==> src/lcscb_pkg.sv <==
// Constants and carrier types for the line card serial control bridge.
// Assumes a single 200 MHz core clock; host strobes arrive asynchronously.
//
// Summary of operation
// - Write with byte kind low captures host byte as target address on strobe rise.
// - Write with byte kind high loads shifter on a 2 MHz rising edge during strobe.
// - Strobe return after a data write starts sending the byte to selected slaves.
// - Read strobe low drives shifter onto host bus; otherwise bus pins are inputs.
// - Interface select high makes the bridge ignore host reads and writes.
// - Serial data and select activate only after data write; counter runs one-shot.
// - Incoming serial bits are retimed on inverted 2 MHz and shifted in.
// - Mode high: select pulse gates address outputs whose latched bit is zero.
// - Mode low: latched address drives outputs continuously for external decode.
// - Serial line and serial clock are shared by all slaves in both modes.
// - Port gives bidirectional serial line, active-low select and serial clock.
// - Logic runs on antiphase 2 MHz phases derived from a 4 MHz source.
package lcscb_pkg;

  // ----------------------------------------------------------------
  // Timing
  // ----------------------------------------------------------------
  localparam int unsigned CORE_CLK_HZ      = 200_000_000;
  localparam int unsigned SOURCE_CLK_HZ    = 4_000_000;
  localparam int unsigned HALF_DIV         = CORE_CLK_HZ / SOURCE_CLK_HZ;
  localparam int unsigned BITS_PER_XFER    = 8;

  // ----------------------------------------------------------------
  // Field layout and reset values
  // ----------------------------------------------------------------
  localparam int unsigned BYTE_W           = 8;
  localparam logic [7:0]  ADDR_RESET       = 8'hff;
  localparam logic [7:0]  SHIFT_RESET      = 8'hff;
  localparam logic        BYTE_KIND_ADDR   = 1'b0;
  localparam logic        BYTE_KIND_DATA   = 1'b1;

  typedef enum logic [1:0] {
    LCSCB_IDLE,
    LCSCB_LOAD,
    LCSCB_ARM,
    LCSCB_SHIFT
  } lcscb_state_e;

  // Host side strobes after synchronising
  typedef struct packed {
    logic       wr_n;
    logic       rd_n;
    logic       sel_n;
    logic       kind;
    logic [7:0] data;
  } lcscb_host_s;

endpackage : lcscb_pkg

==> src/lcscb_bridge.sv <==
// Line card serial control bridge: host byte port to shared slave serial port.
// Assumes host strobes are asynchronous and held well beyond a 2 MHz period.
`timescale 1ns/1ps
module lcscb_bridge (
  // Clock and reset
  input  wire logic                         CORE_CLK_I,
  input  wire logic                         RESET_I,
  // Host byte port
  input  wire logic                         WR_N_I,
  input  wire logic                         RD_N_I,
  input  wire logic                         IF_SELECT_N_I,
  input  wire logic                         BYTE_KIND_SELECT_I,
  input  wire logic [lcscb_pkg::BYTE_W-1:0] HOST_DATA_BUS_I,
  output logic      [lcscb_pkg::BYTE_W-1:0] HOST_DATA_BUS_O,
  output logic                              HOST_DATA_BUS_OE_O,
  // Mode
  input  wire logic                         ADDRESSING_MODE_N_I,
  // Slave serial port
  input  wire logic                         SERIAL_CONTROL_LINE_I,
  output logic                              SERIAL_CONTROL_LINE_O,
  output logic                              SERIAL_CONTROL_LINE_OE_O,
  output logic                              TARGET_SELECT_PULSE_N_O,
  output logic                              SERIAL_CONTROL_CLOCK_O,
  output logic      [lcscb_pkg::BYTE_W-1:0] TARGET_ADDRESS_OUTPUTS_O
);
  import lcscb_pkg::*;

  // ----------------------------------------------------------------
  // Input synchronisers
  // ----------------------------------------------------------------
  lcscb_host_s  host_meta_ff;
  lcscb_host_s  host_ff;
  logic         ser_meta_ff;
  logic         ser_sync_ff;
  logic         mode_meta_ff;
  logic         mode_sync_ff;

  always_ff @(posedge CORE_CLK_I) begin
    if (RESET_I) begin
      host_meta_ff <= '{wr_n: 1'b1, rd_n: 1'b1, sel_n: 1'b1, kind: 1'b0, data: 8'h00};
      host_ff      <= '{wr_n: 1'b1, rd_n: 1'b1, sel_n: 1'b1, kind: 1'b0, data: 8'h00};
      ser_meta_ff  <= 1'b1;
      ser_sync_ff  <= 1'b1;
      mode_meta_ff <= 1'b1;
      mode_sync_ff <= 1'b1;
    end else begin
      host_meta_ff <= '{wr_n: WR_N_I, rd_n: RD_N_I, sel_n: IF_SELECT_N_I,
                        kind: BYTE_KIND_SELECT_I, data: HOST_DATA_BUS_I};
      host_ff      <= host_meta_ff;
      ser_meta_ff  <= SERIAL_CONTROL_LINE_I;
      ser_sync_ff  <= ser_meta_ff;
      // Mode is a strap pin; a change takes three cycles to reach the outputs
      mode_meta_ff <= ADDRESSING_MODE_N_I;
      mode_sync_ff <= mode_meta_ff;
    end
  end

  // ----------------------------------------------------------------
  // 2 MHz phase generator
  // ----------------------------------------------------------------
  // 4 MHz tick from a divider, then toggled into two antiphase 2 MHz phases
  logic [$clog2(HALF_DIV)-1:0] div_ff;
  logic                        two_megahertz_clock_ff;
  logic                        src_tick;
  logic                        rise_2m;
  logic                        fall_2m;

  assign src_tick = (div_ff == ($clog2(HALF_DIV))'(HALF_DIV - 1));
  assign rise_2m  = src_tick && !two_megahertz_clock_ff;
  assign fall_2m  = src_tick && two_megahertz_clock_ff;

  always_ff @(posedge CORE_CLK_I) begin
    if (RESET_I) begin
      div_ff                 <= '0;
      two_megahertz_clock_ff <= 1'b0;
    end else begin
      div_ff <= src_tick ? '0 : div_ff + 1'b1;
      if (src_tick) begin
        two_megahertz_clock_ff <= !two_megahertz_clock_ff;
      end
    end
  end

  // ----------------------------------------------------------------
  // Host write decode
  // ----------------------------------------------------------------
  logic wr_prev_ff;
  logic wr_active;
  logic wr_release;

  // Interface select gates every host access
  assign wr_active  = !host_ff.wr_n && !host_ff.sel_n;
  assign wr_release = !wr_prev_ff && host_ff.wr_n;

  always_ff @(posedge CORE_CLK_I) begin
    if (RESET_I) begin
      wr_prev_ff <= 1'b1;
    end else begin
      wr_prev_ff <= !wr_active;
    end
  end

  logic [BYTE_W-1:0] target_address_latch_ff;
  logic              addr_kind_ff;

  always_ff @(posedge CORE_CLK_I) begin
    if (RESET_I) begin
      target_address_latch_ff <= ADDR_RESET;
      addr_kind_ff            <= 1'b0;
    end else begin
      if (wr_active) begin
        addr_kind_ff <= host_ff.kind;
      end
      // Captured on strobe rise, using the kind seen during the pulse
      if (wr_release && addr_kind_ff == BYTE_KIND_ADDR) begin
        target_address_latch_ff <= host_ff.data;
      end
    end
  end

  // ----------------------------------------------------------------
  // Sequencer and shifter
  // ----------------------------------------------------------------
  lcscb_state_e      state_ff;
  logic [3:0]        bit_cnt_ff;
  logic [BYTE_W-1:0] control_data_shifter_ff;
  logic              select_n_ff;
  logic              out_bit_ff;
  logic              retimed_ff;

  // Down-counter one-shot; a data write mid-transfer is ignored, only LCSCB_IDLE accepts one
  always_ff @(posedge CORE_CLK_I) begin
    if (RESET_I) begin
      state_ff                <= LCSCB_IDLE;
      bit_cnt_ff              <= '0;
      control_data_shifter_ff <= SHIFT_RESET;
      select_n_ff             <= 1'b1;
      out_bit_ff              <= 1'b1;
    end else begin
      case (state_ff)
        LCSCB_IDLE: begin
          if (wr_active && host_ff.kind == BYTE_KIND_DATA) begin
            state_ff <= LCSCB_LOAD;
          end
        end
        LCSCB_LOAD: begin
          if (rise_2m && wr_active) begin
            control_data_shifter_ff <= host_ff.data;
          end
          if (wr_release) begin
            state_ff <= LCSCB_ARM;
          end
        end
        LCSCB_ARM: begin
          if (rise_2m) begin
            select_n_ff <= 1'b0;
            out_bit_ff  <= control_data_shifter_ff[0];
            bit_cnt_ff  <= 4'(BITS_PER_XFER);
            state_ff    <= LCSCB_SHIFT;
          end
        end
        LCSCB_SHIFT: begin
          if (rise_2m) begin
            // Shift right: send LSB first, retimed reply enters at MSB
            control_data_shifter_ff <= {retimed_ff, control_data_shifter_ff[BYTE_W-1:1]};
            bit_cnt_ff              <= bit_cnt_ff - 4'h1;
            if (bit_cnt_ff == 4'h1) begin
              select_n_ff <= 1'b1;
              out_bit_ff  <= 1'b1;
              state_ff    <= LCSCB_IDLE;
            end else begin
              out_bit_ff <= control_data_shifter_ff[1];
            end
          end
        end
        default: state_ff <= LCSCB_IDLE;
      endcase
    end
  end

  // Reply sampled on the inverted phase, mid bit
  always_ff @(posedge CORE_CLK_I) begin
    if (RESET_I) begin
      retimed_ff <= 1'b1;
    end else if (fall_2m && state_ff == LCSCB_SHIFT) begin
      retimed_ff <= ser_sync_ff;
    end
  end

  // ----------------------------------------------------------------
  // Output registers
  // ----------------------------------------------------------------
  function automatic logic [BYTE_W-1:0] gate_address(input logic [BYTE_W-1:0] addr,
                                                     input logic              mode_n,
                                                     input logic              sel_n);
    if (mode_n) begin
      gate_address = addr | {BYTE_W{sel_n}};
    end else begin
      gate_address = addr;
    end
  endfunction : gate_address

  always_ff @(posedge CORE_CLK_I) begin
    if (RESET_I) begin
      HOST_DATA_BUS_O          <= '0;
      HOST_DATA_BUS_OE_O       <= 1'b0;
      SERIAL_CONTROL_LINE_O    <= 1'b0;
      SERIAL_CONTROL_LINE_OE_O <= 1'b0;
      TARGET_SELECT_PULSE_N_O  <= 1'b1;
      SERIAL_CONTROL_CLOCK_O   <= 1'b0;
      TARGET_ADDRESS_OUTPUTS_O <= {BYTE_W{1'b1}};
    end else begin
      HOST_DATA_BUS_O          <= control_data_shifter_ff;
      HOST_DATA_BUS_OE_O       <= !host_ff.rd_n && !host_ff.sel_n;
      // Open drain: only a zero is driven, ones are released to the pull-up
      SERIAL_CONTROL_LINE_O    <= 1'b0;
      SERIAL_CONTROL_LINE_OE_O <= !select_n_ff && !out_bit_ff;
      TARGET_SELECT_PULSE_N_O  <= select_n_ff;
      SERIAL_CONTROL_CLOCK_O   <= two_megahertz_clock_ff;
      TARGET_ADDRESS_OUTPUTS_O <= gate_address(target_address_latch_ff, mode_sync_ff, select_n_ff);
    end
  end

endmodule : lcscb_bridge

==> config.mk <==
export PLATFORM = sky130hd
export DESIGN_NAME = lcscb_bridge
export DESIGN_NICKNAME = d
export VERILOG_FILES = /design/src/lcscb_pkg.sv /design/src/lcscb_bridge.sv
export SDC_FILE = /design/constraint.sdc
export NUM_CORES = 1
export LEC_CHECK = 0
export ABC_CLOCK_PERIOD_IN_PS = 2400
export BUFFER_PORTS_ARGS = -buffer_cell sky130_fd_sc_hd__buf_2
export CAP_MARGIN = 20
export CORE_ASPECT_RATIO = 1.1
export CORE_UTILIZATION = 34
export CTS_BUF_LIST = sky130_fd_sc_hd__clkbuf_8
export DETAILED_ROUTE_END_ITERATION = 10
export PLACE_DENSITY = 0.49
export SLEW_MARGIN = 20
export SYNTH_ARGS = -nofsm -noshare
export SYNTH_HDL_FRONTEND = slang
export SYNTH_SLANG_ARGS = --single-unit
export TNS_END_PERCENT = 1
==> constraint.sdc <==
create_clock -name CORE_CLK_I -period 2.4 [get_ports CORE_CLK_I]
set_input_delay 0 -clock CORE_CLK_I [delete_from_list [all_inputs] [get_ports CORE_CLK_I]]
set_output_delay 0 -clock CORE_CLK_I [all_outputs]
set_load 0.1 [all_outputs]
==> impl_metrics.env, run 1 <==
export IMPL_finalCritPeriodShare_pct=74.22
export IMPL_ant_nets=0
export IMPL_multi_input_area_um2=1217
export IMPL_die_h_um=100.0
export IMPL_leakage_nw=1.336
export IMPL_ys_warn_count=0
export IMPL_pin_count=37
export IMPL_gp_congestion=0.7482
export IMPL_clk_pin_slew_ns=0.08
export IMPL_ctsResizeCount=0
export IMPL_core_area_um2=8408
export IMPL_hold_viol_final=0
export IMPL_finalCriticalPeriod_ns=1.781
export IMPL_layout_nets=351
export IMPL_path_delay_family="compound AO/OA/AOI/OAI gates"
export IMPL_routedWlPerCell_um=11.39
export IMPL_grt_pass1_wl_mm=8.652
export IMPL_cts_root_buffer="clkbuf_8"
export IMPL_fmax_ghz=0.5614
export IMPL_peakVddDrop_uv=315.4
export IMPL_hold_ws_ns=0.1382
export IMPL_postPlaceCellArea_um2=3218
export IMPL_overflow=0
export IMPL_synth_seq_cells=82
export IMPL_status="complete, no violations"
export IMPL_io_buffers=35
export IMPL_startpoint="state_ff[1]"
export IMPL_fin_cells=442
export IMPL_clock_sinks=82
export IMPL_end_kind="register"
export IMPL_syn_num_nets=303
export IMPL_synth_edf_count=0
export IMPL_timing_rr_start="state_ff[1]"
export IMPL_synth_main_ff_cell="dfxtp_1"
export IMPL_synth_cells=278
export IMPL_first_iter_violations=57
export IMPL_fin_ws_ns=0.6187
export IMPL_critPathMaxFanout=16
export IMPL_critical_path_buf_inv_count=1
export IMPL_tightest_slew_ns=0.6976
export IMPL_worstSetupPathType="reg -> reg"
export IMPL_worst_path_max_delay_cell="o211ai_4"
export IMPL_tritoncts="yes"
export IMPL_clk_path_buf_depth=2
export IMPL_dp_slack_ns=0.6267
export IMPL_design_area_um2=3567
export IMPL_crit_end="control_data_shifter_ff[0]"
export IMPL_synth_distinct_cells=42
export IMPL_hpwl_mm=3.336
export IMPL_crit_required_ns=2.64
export IMPL_layout_drive_gt1_share_pct=22.36
export IMPL_p_per_area_nw_per_um2=735.6
export IMPL_drc=0
export IMPL_hold_path_class="in -> reg"
export IMPL_start_kind="register"
export IMPL_path_cells="inv_1 -> ha_1 -> nor3b_2 -> o211ai_4 -> a211oi_1 -> a211o_1"
export IMPL_via_per_inst=4.387
export IMPL_grt_max_degree=39
export IMPL_synth_area_um2=2969
export IMPL_antenna_cells=0
export IMPL_die_area_um2=9111
export IMPL_worstSetupPathDepth=6
export IMPL_htree_levels=3
export IMPL_crit_arrival_ns=2.02
export IMPL_final_max_slew_viol_count=0
export IMPL_grtUsageTotal_pct=12.30
export IMPL_reg2reg_to="control_data_shifter_ff[0]"
export IMPL_via_count=1939
export IMPL_relSlewSlack_pct=53.50
export IMPL_syn_avg_cell_area_um2=10.68
export IMPL_clkLatencyLatePin_ns=0.35
export IMPL_rows=35
export IMPL_tns_ns=0
export IMPL_initial_core_util_pct=35.31
export IMPL_rrSetupSlack_ns=0.62
export IMPL_rsz0062_at_grt="false"
export IMPL_syn_to_final_growth_pct=20.14
export IMPL_worst_r2r_path_depth=6
export IMPL_wl_mm=5.033
export IMPL_grtUsageMet1_pct=16.30
export IMPL_synth_async_reset_ratio_pct=0
export IMPL_grt_pass1_vias=1857
export IMPL_top_usage_layer="met2"
export IMPL_clock_skew_ns=0.01403
export IMPL_grt_use_met3_pct=4.545
export IMPL_die_w_um=91.10
export IMPL_fillerInstances=818
export IMPL_numCtsBuffers=9
export IMPL_antenna_found_initial=0
export IMPL_cap_violations=0
export IMPL_dr_pass1_iters=4
export IMPL_use_met2_pct=18.24
export IMPL_finalSetupViolCount=0
export IMPL_cts_hold_buf=14
export IMPL_post_cts_buffers=0
export IMPL_place_inst=412
export IMPL_seq_area_frac_synth_pct=55.29
export IMPL_cpPeakStageDelay_ns=0.43
export IMPL_register_area_um2=1642
flip-flops by register name, indices dropped and copies added (netlist names), 2 cells and up:
signal	flops
host_ff	12
bit_cnt_ff	4
TARGET_ADDRESS_OUTPUTS_O	8
state_ff	2
control_data_shifter_ff	8
HOST_DATA_BUS_O	8
host_meta_ff	12
div_ff	6
target_address_latch_ff	8
synth_stat cells (all sizes together) (2+ instances only):
| library cell | instances | area, um2 |
|---|---|---|
| o21ai | 4 | 20.02 |
| nand3 | 4 | 20.02 |
| nor4b | 2 | 23.77 |
| nand2 | 5 | 18.77 |
| nand2b | 14 | 87.58 |
| mux2i | 10 | 100.1 |
| inv | 8 | 30.03 |
| nor3 | 5 | 30.03 |
| nor2 | 25 | 98.84 |
| clkbuf | 8 | 30.03 |
| buf | 6 | 50.04 |
| xor2 | 2 | 17.52 |
| and4b | 2 | 23.77 |
| a21oi | 7 | 35.03 |
| nor2b | 36 | 225.2 |
| a211o | 16 | 140.1 |
| or3 | 2 | 17.52 |
| ha | 9 | 112.6 |
| a32oi | 2 | 17.52 |
| or2 | 12 | 77.58 |
| o21bai | 3 | 22.52 |
| xnor2 | 2 | 17.52 |
| a211oi | 2 | 15.01 |
| dfxtp | 82 | 1642 |
where the power goes:
part / internal (mW) / switching, mW
clock network: 0.520 / 0.502
logic: 0.0686 / 0.116
registers: 1.40 / 0.0209
total: 1.99 / 0.639
cell usage in the layout, fill, tap and decap left out, types with 2 or more instances in the layout:
cell,Yosys,layout
buf_2,1,35
clkbuf_8,0,10
xor2_1,2,2
o21ai_0,4,4
buf_4,3,2
inv_1,8,8
nand3_1,4,4
nor3_1,4,4
a21oi_1,7,7
nand2_1,5,5
nor2_2,2,2
nor2_1,23,23
nor2b_1,36,36
mux2i_1,10,10
clkinvlp_4,0,2
ha_1,9,9
o21bai_1,3,3
inv_6,0,3
a211oi_1,2,2
or2_2,11,11
dlygate4sd3_1,0,14
a32oi_1,2,2
a211o_1,16,16
xnor2_1,2,2
dfxtp_1,82,82
nand2b_1,14,14
metal layers:
| layer | vias up | share of wire [%] |
|---|---|---|
| li1 | 1026 | - |
| met2 | 32 | 42 |
| met4 | 0 | 1.0 |
| met1 | 877 | 54 |
| met3 | 4 | 3.2 |
| met5 | - | 0 |
how the worst min path moves through the flow:
stage | slack [ns] | to | depth (start not counted) | startpoint
2_1_floorplan | 0.10 | host_meta_ff[10] | 1 | RD_N_I
3_3_place_gp | 0.18 | host_meta_ff[9] | 2 | IF_SELECT_N_I
3_5_place_dp | 0.18 | host_meta_ff[9] | 2 | IF_SELECT_N_I
4_1_cts | 0.13 | bit_cnt_ff[1] | 2 | RESET_I
5_1_grt | 0.15 | host_ff[0] | 2 | RESET_I
6_report | 0.14 | bit_cnt_ff[1] | 2 | RESET_I
layout make-up:
class | count | area share, %
Inverter | 8 | 0.8418
Clock buffer | 10 | 3.858
Sequential cell | 82 | 46.02
Multi-Input combinational cell | 174 | 34.13
Timing Repair Buffer | 51 | 9.260
Tap cell | 111 | 3.893
Clock inverter | 6 | 1.999
cells by family after synthesis:
group	Yosys count	synth area share (%)
buffers and inverters	22	3.708
AO/OA/AOI/OAI	37	9.692
AND/OR/NAND/NOR	113	22.84
adder cells (fa/ha/maj)	9	3.793
other	1	0.1263
flip-flops	82	55.29
multiplexers	10	3.371
XOR/XNOR	4	1.180
metrics by stage:
step	util, %	total power [mW]
6_report	42.43	2.624
5_1_grt	42.43	2.750
4_1_cts	42.43	2.672
3_5_place_dp	38.27	1.620
3_3_place_gp	38.27	1.618
2_1_floorplan	-	1.584
worst register-to-register path: stages (launching register included):
cell and delay (ns):
dfxtp_1 0.37, inv_1 0.09, ha_1 0.22, nor3b_2 0.18, o211ai_4 0.43, a211oi_1 0.11
a211o_1 0.28
Power figures use the tool's default switching activity.
==> run 2: changes to the inputs <==
--- a/config.mk
+++ b/config.mk
@@ -5,14 +5,15 @@
 export SDC_FILE = /design/constraint.sdc
 export NUM_CORES = 1
 export LEC_CHECK = 0
-export ABC_CLOCK_PERIOD_IN_PS = 2400
+export ABC_AREA = 1
+export ABC_CLOCK_PERIOD_IN_PS = 1500
 export BUFFER_PORTS_ARGS = -buffer_cell sky130_fd_sc_hd__buf_2
 export CAP_MARGIN = 20
 export CORE_ASPECT_RATIO = 1.1
 export CORE_UTILIZATION = 34
 export CTS_BUF_LIST = sky130_fd_sc_hd__clkbuf_8
 export DETAILED_ROUTE_END_ITERATION = 10
-export PLACE_DENSITY = 0.49
+export PLACE_DENSITY = 0.5
 export SLEW_MARGIN = 20
 export SYNTH_ARGS = -nofsm -noshare
 export SYNTH_HDL_FRONTEND = slang
==> constraint.sdc (replaced) <==
create_clock -name CORE_CLK_I -period 1.5 [get_ports CORE_CLK_I]
set_input_delay 0 -clock CORE_CLK_I [delete_from_list [all_inputs] [get_ports CORE_CLK_I]]
set_output_delay 0 -clock CORE_CLK_I [all_outputs]
set_load 0.1 [all_outputs]
==> impl_metrics.env, run 2 <==
export IMPL_yosysTopAreaCell="dfxtp_1"
export IMPL_pin_count=37
export IMPL_grt_pass1_wl_mm=9.025
export IMPL_syn_num_nets=378
export IMPL_synth_top_family_by_area="simple AND/OR/NAND/NOR gates"
export IMPL_crit_arrival_ns=1.60
export IMPL_die_area_um2=9066
export IMPL_hpwl_mm=3.545
export IMPL_first_iter_violations=68
export IMPL_clock_skew_ns=0.008773
export IMPL_final_max_slew_viol_count=0
export IMPL_antenna_found_initial=0
export IMPL_synth_cells=353
export IMPL_synth_seq_cells=82
export IMPL_via_per_inst=4.227
export IMPL_rows=35
export IMPL_overflow=0
export IMPL_tns_ns=0
export IMPL_hold_viol_final=0
export IMPL_tritoncts="yes"
export IMPL_critPathMaxFanout=6
export IMPL_clock_sinks=82
export IMPL_io_buffers=35
export IMPL_synth_most_common_cell="dfxtp_1"
export IMPL_grt_pass1_vias=1940
export IMPL_register_area_um2=1643
export IMPL_cts_root_buffer="clkbuf_8"
export IMPL_startpoint="state_ff[1]"
export IMPL_yosysTopAreaCellShare_pct=55.57
export IMPL_start_kind="register"
export IMPL_synth_async_reset_ratio_pct=0
export IMPL_peakVddDrop_uv=404.9
export IMPL_antenna_cells=0
export IMPL_initial_core_util_pct=35.13
export IMPL_yosys_top_cells_area="dfxtp_1 (56%), nand2_1 (8.6%), nor2_1 (6.5%)"
export IMPL_syn_to_final_growth_pct=24.02
export IMPL_gp_congestion=0.7257
export IMPL_rrSetupSlack_ns=0.14
export IMPL_p_per_area_nw_per_um2=1260
export IMPL_die_w_um=90.88
export IMPL_synthXorXnorAreaFrac_pct=0.8895
export IMPL_clk_path_buf_depth=2
export IMPL_core_area_um2=8408
export IMPL_via_count=2219
export IMPL_finalCritPeriodShare_pct=90.92
export IMPL_grt_max_degree=46
export IMPL_drc=0
export IMPL_cap_violations=0
export IMPL_synth_area_um2=2954
export IMPL_muxShareOfSynthArea_pct=0
export IMPL_worstSetupPathType="reg -> reg"
export IMPL_end_kind="register"
export IMPL_dr_pass1_iters=5
export IMPL_worst_r2r_path_depth=7
export IMPL_final_common_cell="dfxtp_1"
export IMPL_finalCriticalPeriod_ns=1.364
export IMPL_finalSetupViolCount=0
export IMPL_synth_main_ff_cell="dfxtp_1"
export IMPL_hold_path_class="in -> reg"
export IMPL_synth_common_cells="dfxtp_1 (82), nand2_1 (68), nor2_1 (51)"
export IMPL_place_inst=494
export IMPL_syn_avg_cell_area_um2=8.369
export IMPL_synth_fa_ha_area_share_pct=3.812
export IMPL_clk_pin_slew_ns=0.08
export IMPL_timing_rr_start="state_ff[1]"
export IMPL_rsz0062_at_grt="false"
export IMPL_die_h_um=99.76
export IMPL_numCtsBuffers=9
export IMPL_layout_nets=434
export IMPL_final_cell_mix="dfxtp_1 (81), nand2_1 (67), nor2_1 (50), inv_1 (43)"
export IMPL_crit_required_ns=1.74
export IMPL_status="complete, no violations"
export IMPL_reg2reg_to="control_data_shifter_ff[5]"
export IMPL_synth_distinct_cells=29
export IMPL_fin_cells=525
export IMPL_layout_drive_gt1_share_pct=19.81
export IMPL_wl_mm=5.242
export IMPL_finalPower_mw=4.615
export IMPL_fmax_ghz=0.7332
export IMPL_crit_end="control_data_shifter_ff[5]"
export IMPL_ant_nets=0
export IMPL_seq_area_frac_synth_pct=55.57
export IMPL_synth_compound_area_share_pct=5.125
export IMPL_routedWlPerCell_um=9.985
export IMPL_leakage_nw=1.709
export IMPL_grtUsageTotal_pct=12.95
export IMPL_fillerInstances=889
export IMPL_multi_input_area_um2=1095
export IMPL_ys_warn_count=0
export IMPL_top_regs="host_ff: 12 flops, host_meta_ff: 12 flops"
export IMPL_synth_simple_area_share_pct=26.60
export IMPL_clkLatencyLatePin_ns=0.35
export IMPL_htree_levels=3
export IMPL_synth_edf_count=0
-- run 2: cell types whose count changed in the layout (fill, tap and decap cells not counted), sizes merged, moves of 14 or more --
cell,previous run,this run
nand3,4,36
a211o,16,0
inv,11,45
nor2b,36,0
nand2b,14,0
nor2,25,52
nand2,5,70
-- run 2: worst min-delay path by stage --
stage                                startpoint               end  slack, ns  cells past startpoint
after floorplan                          RD_N_I  host_meta_ff[10]       0.10                      1
after global placement                   RD_N_I  host_meta_ff[10]       0.18                      2
after detailed placement          IF_SELECT_N_I   host_meta_ff[9]       0.19                      2
after CTS                         IF_SELECT_N_I   host_meta_ff[9]       0.35                      3
after global routing      SERIAL_CONTROL_LINE_I       ser_meta_ff       0.37                      3
final                                    WR_N_I  host_meta_ff[11]       0.37                      3
-- run 2: kinds of logic (layout without fill, tap and decap cells) --
kind of cell	count (synthesis)	in the layout
fa+ha+maj	9	9
xor+xnor	3	3
simple gates	175	175
flops	82	82
buf+inv	57	118
compound gates	26	26
other cells	1	1
-- run 2: through the flow --
step / setup slack, ns / utilization [%] / area, um2 / hold slack, ns
after floorplan: 0.1969 / - / 2954 / 0.1038
after global placement: 0.1059 / 38.94 / 3274 / 0.1816
after detailed placement: 0.07135 / 38.94 / 3274 / 0.1866
after CTS: 0.06741 / 43.33 / 3643 / 0.3510
after global routing: 0.00003897 / 43.57 / 3664 / 0.3680
final: 0.1362 / 43.57 / 3664 / 0.3698
-- run 2: cell type report --
type                            instances  area share (%)
Multi-Input combinational cell        214           29.88
Clock buffer                           10           3.757
Timing Repair Buffer                   58           10.86
Tap cell                              111           3.791
Clock inverter                          6           2.220
Inverter                               44           4.645
Sequential cell                        82           44.84
-- run 2: power breakdown --
part / internal (mW) / leakage [nW] / switching (mW)
registers: 2.26 / 0.673 / 0.0481
clock network: 0.971 / 0.113 / 0.769
logic: 0.187 / 0.922 / 0.380
-- run 2: layer usage --
layer | vias to the layer above | track usage [%] | part of all wire (%) | wire length, um
li1 | 1197 | - | - | -
met2 | 34 | 18.41 | 43 | 2232
met4 | 0 | 6.960 | 2.0 | 104
met5 | - | 0 | 0 | 0
met1 | 979 | 17.37 | 52 | 2710
met3 | 9 | 4.205 | 3.7 | 195
-- run 2: what timing repair did --
item                                    4_1_cts  5_1_grt
hold buffers                                 15        0
setup buffers                                 0        0
resized for setup                             0        7
endpoints found under the setup margin        0       11
endpoints found under the hold margin        16        0
-- run 2: worst max-delay path, cell delays in order (launching register included) --
cell and delay (ns):
dfxtp_1 0.38, inv_1 0.10, ha_1 0.24, nand2_1 0.12, o21ai_4 0.10, buf_4 0.16
nand3_1 0.07, nand3_1 0.07
==> run 3: changes to the inputs <==
--- a/config.mk
+++ b/config.mk
@@ -14,6 +14,7 @@
 export CTS_BUF_LIST = sky130_fd_sc_hd__clkbuf_8
 export DETAILED_ROUTE_END_ITERATION = 10
 export PLACE_DENSITY = 0.5
+export REMOVE_ABC_BUFFERS = 1
 export SLEW_MARGIN = 20
 export SYNTH_ARGS = -nofsm -noshare
 export SYNTH_HDL_FRONTEND = slang
==> impl_metrics.env, run 3 (synthesis results as in run 2) <==
export IMPL_status="complete, no violations"
export IMPL_clock_sinks=82
export IMPL_final_cell_mix="dfxtp_1 (80), nand2_1 (68), nor2_1 (50), inv_1 (42)"
export IMPL_hpwl_mm=3.492
export IMPL_grtUsageTotal_pct=13.03
export IMPL_initial_core_util_pct=35.13
export IMPL_wl_mm=5.225
export IMPL_dr_pass1_iters=4
export IMPL_core_area_um2=8408
export IMPL_crit_required_ns=1.74
export IMPL_p_per_area_nw_per_um2=1235
export IMPL_top_regs="host_ff: 12 flops, host_meta_ff: 12 flops"
export IMPL_drc=0
export IMPL_htree_levels=3
export IMPL_reg2reg_to="control_data_shifter_ff[2]"
export IMPL_grt_max_degree=54
export IMPL_rrSetupSlack_ns=0.15
export IMPL_clock_skew_ns=0.009229
export IMPL_worst_r2r_path_depth=7
export IMPL_post_route_util_pct=43.47
export IMPL_clk_pin_slew_ns=0.09
export IMPL_hold_viol_final=0
export IMPL_routedWlPerCell_um=9.915
export IMPL_peakVddDrop_uv=534.6
export IMPL_final_common_cell="dfxtp_1"
export IMPL_use_met2_pct=20.28
export IMPL_cts_root_buffer="clkbuf_8"
export IMPL_finalCriticalPeriod_ns=1.354
export IMPL_finalPower_mw=4.514
export IMPL_die_h_um=99.76
export IMPL_clk_path_buf_depth=2
export IMPL_ant_nets=0
export IMPL_final_max_slew_viol_count=0
export IMPL_die_w_um=90.88
export IMPL_worstSetupPathType="reg -> reg"
export IMPL_via_per_inst=4.252
export IMPL_hold_path_cell_count=3
export IMPL_antenna_found_initial=0
export IMPL_end_kind="register"
export IMPL_grt_use_met3_pct=2.829
export IMPL_gp_congestion=0.7918
export IMPL_hold_path_class="in -> reg"
export IMPL_rsz0062_at_grt="true"
export IMPL_grt_pass1_vias=2011
export IMPL_first_iter_violations=88
export IMPL_finalSetupViolCount=0
export IMPL_grt_pass1_wl_mm=9.294
export IMPL_holdPathEnd="target_address_latch_ff[2]"
export IMPL_grtUsageMet1_pct=16.64
export IMPL_tritoncts="yes"
export IMPL_via_count=2241
export IMPL_critPathMaxFanout=5
export IMPL_antenna_cells=0
export IMPL_die_area_um2=9066
export IMPL_top_usage_layer="met2"
export IMPL_leakage_nw=1.691
export IMPL_layout_drive_gt1_share_pct=20.67
export IMPL_layout_nets=436
export IMPL_min_delay_start="RESET_I"
export IMPL_cap_violations=0
export IMPL_clkLatencyLatePin_ns=0.36
export IMPL_finalCritPeriodShare_pct=90.30
export IMPL_io_buffers=35
export IMPL_pin_count=37
export IMPL_fmax_ghz=0.7383
export IMPL_overflow=0
export IMPL_crit_arrival_ns=1.60
export IMPL_start_kind="register"
export IMPL_timing_rr_start="state_ff[1]"
export IMPL_syn_to_final_growth_pct=23.72
export IMPL_numCtsBuffers=9
export IMPL_rows=35
## run 3: cell types whose count changed in the layout (fill, tap and decap cells not counted), sizes merged
cell | before | now
buf | 43 | 46
clkinvlp | 1 | 2
bufinv | 2 | 1
dlygate4sd3 | 15 | 14
clkinv | 2 | 0
inv | 45 | 47
## run 3: worst max-delay path by stage
| stage | startpoint | endpoint |
|---|---|---|
| after global routing | state_ff[1] | state_ff[1] |
| final | state_ff[1] | control_data_shifter_ff[2] |
| after detailed placement | div_ff[0] | control_data_shifter_ff[4] |
| after global placement | div_ff[0] | control_data_shifter_ff[5] |
| after CTS | div_ff[0] | control_data_shifter_ff[4] |
| after floorplan | state_ff[0] | select_n_ff |
## run 3: per-stage QoR
step           hold slack (ns)  setup slack [ns]  area (um2)  setup TNS [ns]  instances
6_report              0.005780            0.1455        3655               0        527
2_1_floorplan          0.06907           0.02397        2888               0        340
3_5_place_dp            0.1841           0.07290        3267               0        493
5_1_grt                0.02320          -0.02244        3655        -0.02244        527
3_3_place_gp            0.1830            0.1032        3267               0        493
4_1_cts               0.009254           0.05970        3616               0        523
## run 3: layer usage
metal  part of all wire (%)  routed length (um)
met1                     50                2591
met2                     44                2295
met3                    3.9                 206
met4                    2.5                 132
met5                      0                   0
## run 3: final cells by class
| class | count | area [um2] |
|---|---|---|
| repair buffers | 60 | 410.4 |
| inverters | 44 | 170.2 |
| clock inverters | 6 | 71.32 |
| flip-flops and latches | 82 | 1644 |
| multi-input cells | 214 | 1082 |
| well taps | 111 | 138.9 |
| clock buffers | 10 | 137.6 |
| fillers | 882 | 4753 |
## run 3: power by group
part	switching, mW	total (mW)	internal (mW)
clock	0.812	1.64	0.831
sequential	0.0429	2.30	2.26
combinational	0.382	0.568	0.186
total	1.24	4.51	3.28
## run 3: what timing repair did
item                                   CTS  global route
resized for setup                        0             5
setup endpoints to repair                0            13
hold buffers                            14             0
endpoints found under the hold margin   14             0
setup buffers                            0             4
## run 3: worst max-delay path, cell delays in order, from the launching register on
cell,delay [ns]
dfxtp_1,0.38
inv_1,0.10
ha_1,0.25
nand2_1,0.13
o21ai_4,0.08
buf_4,0.15
nand3_1,0.08
nand3_1,0.07
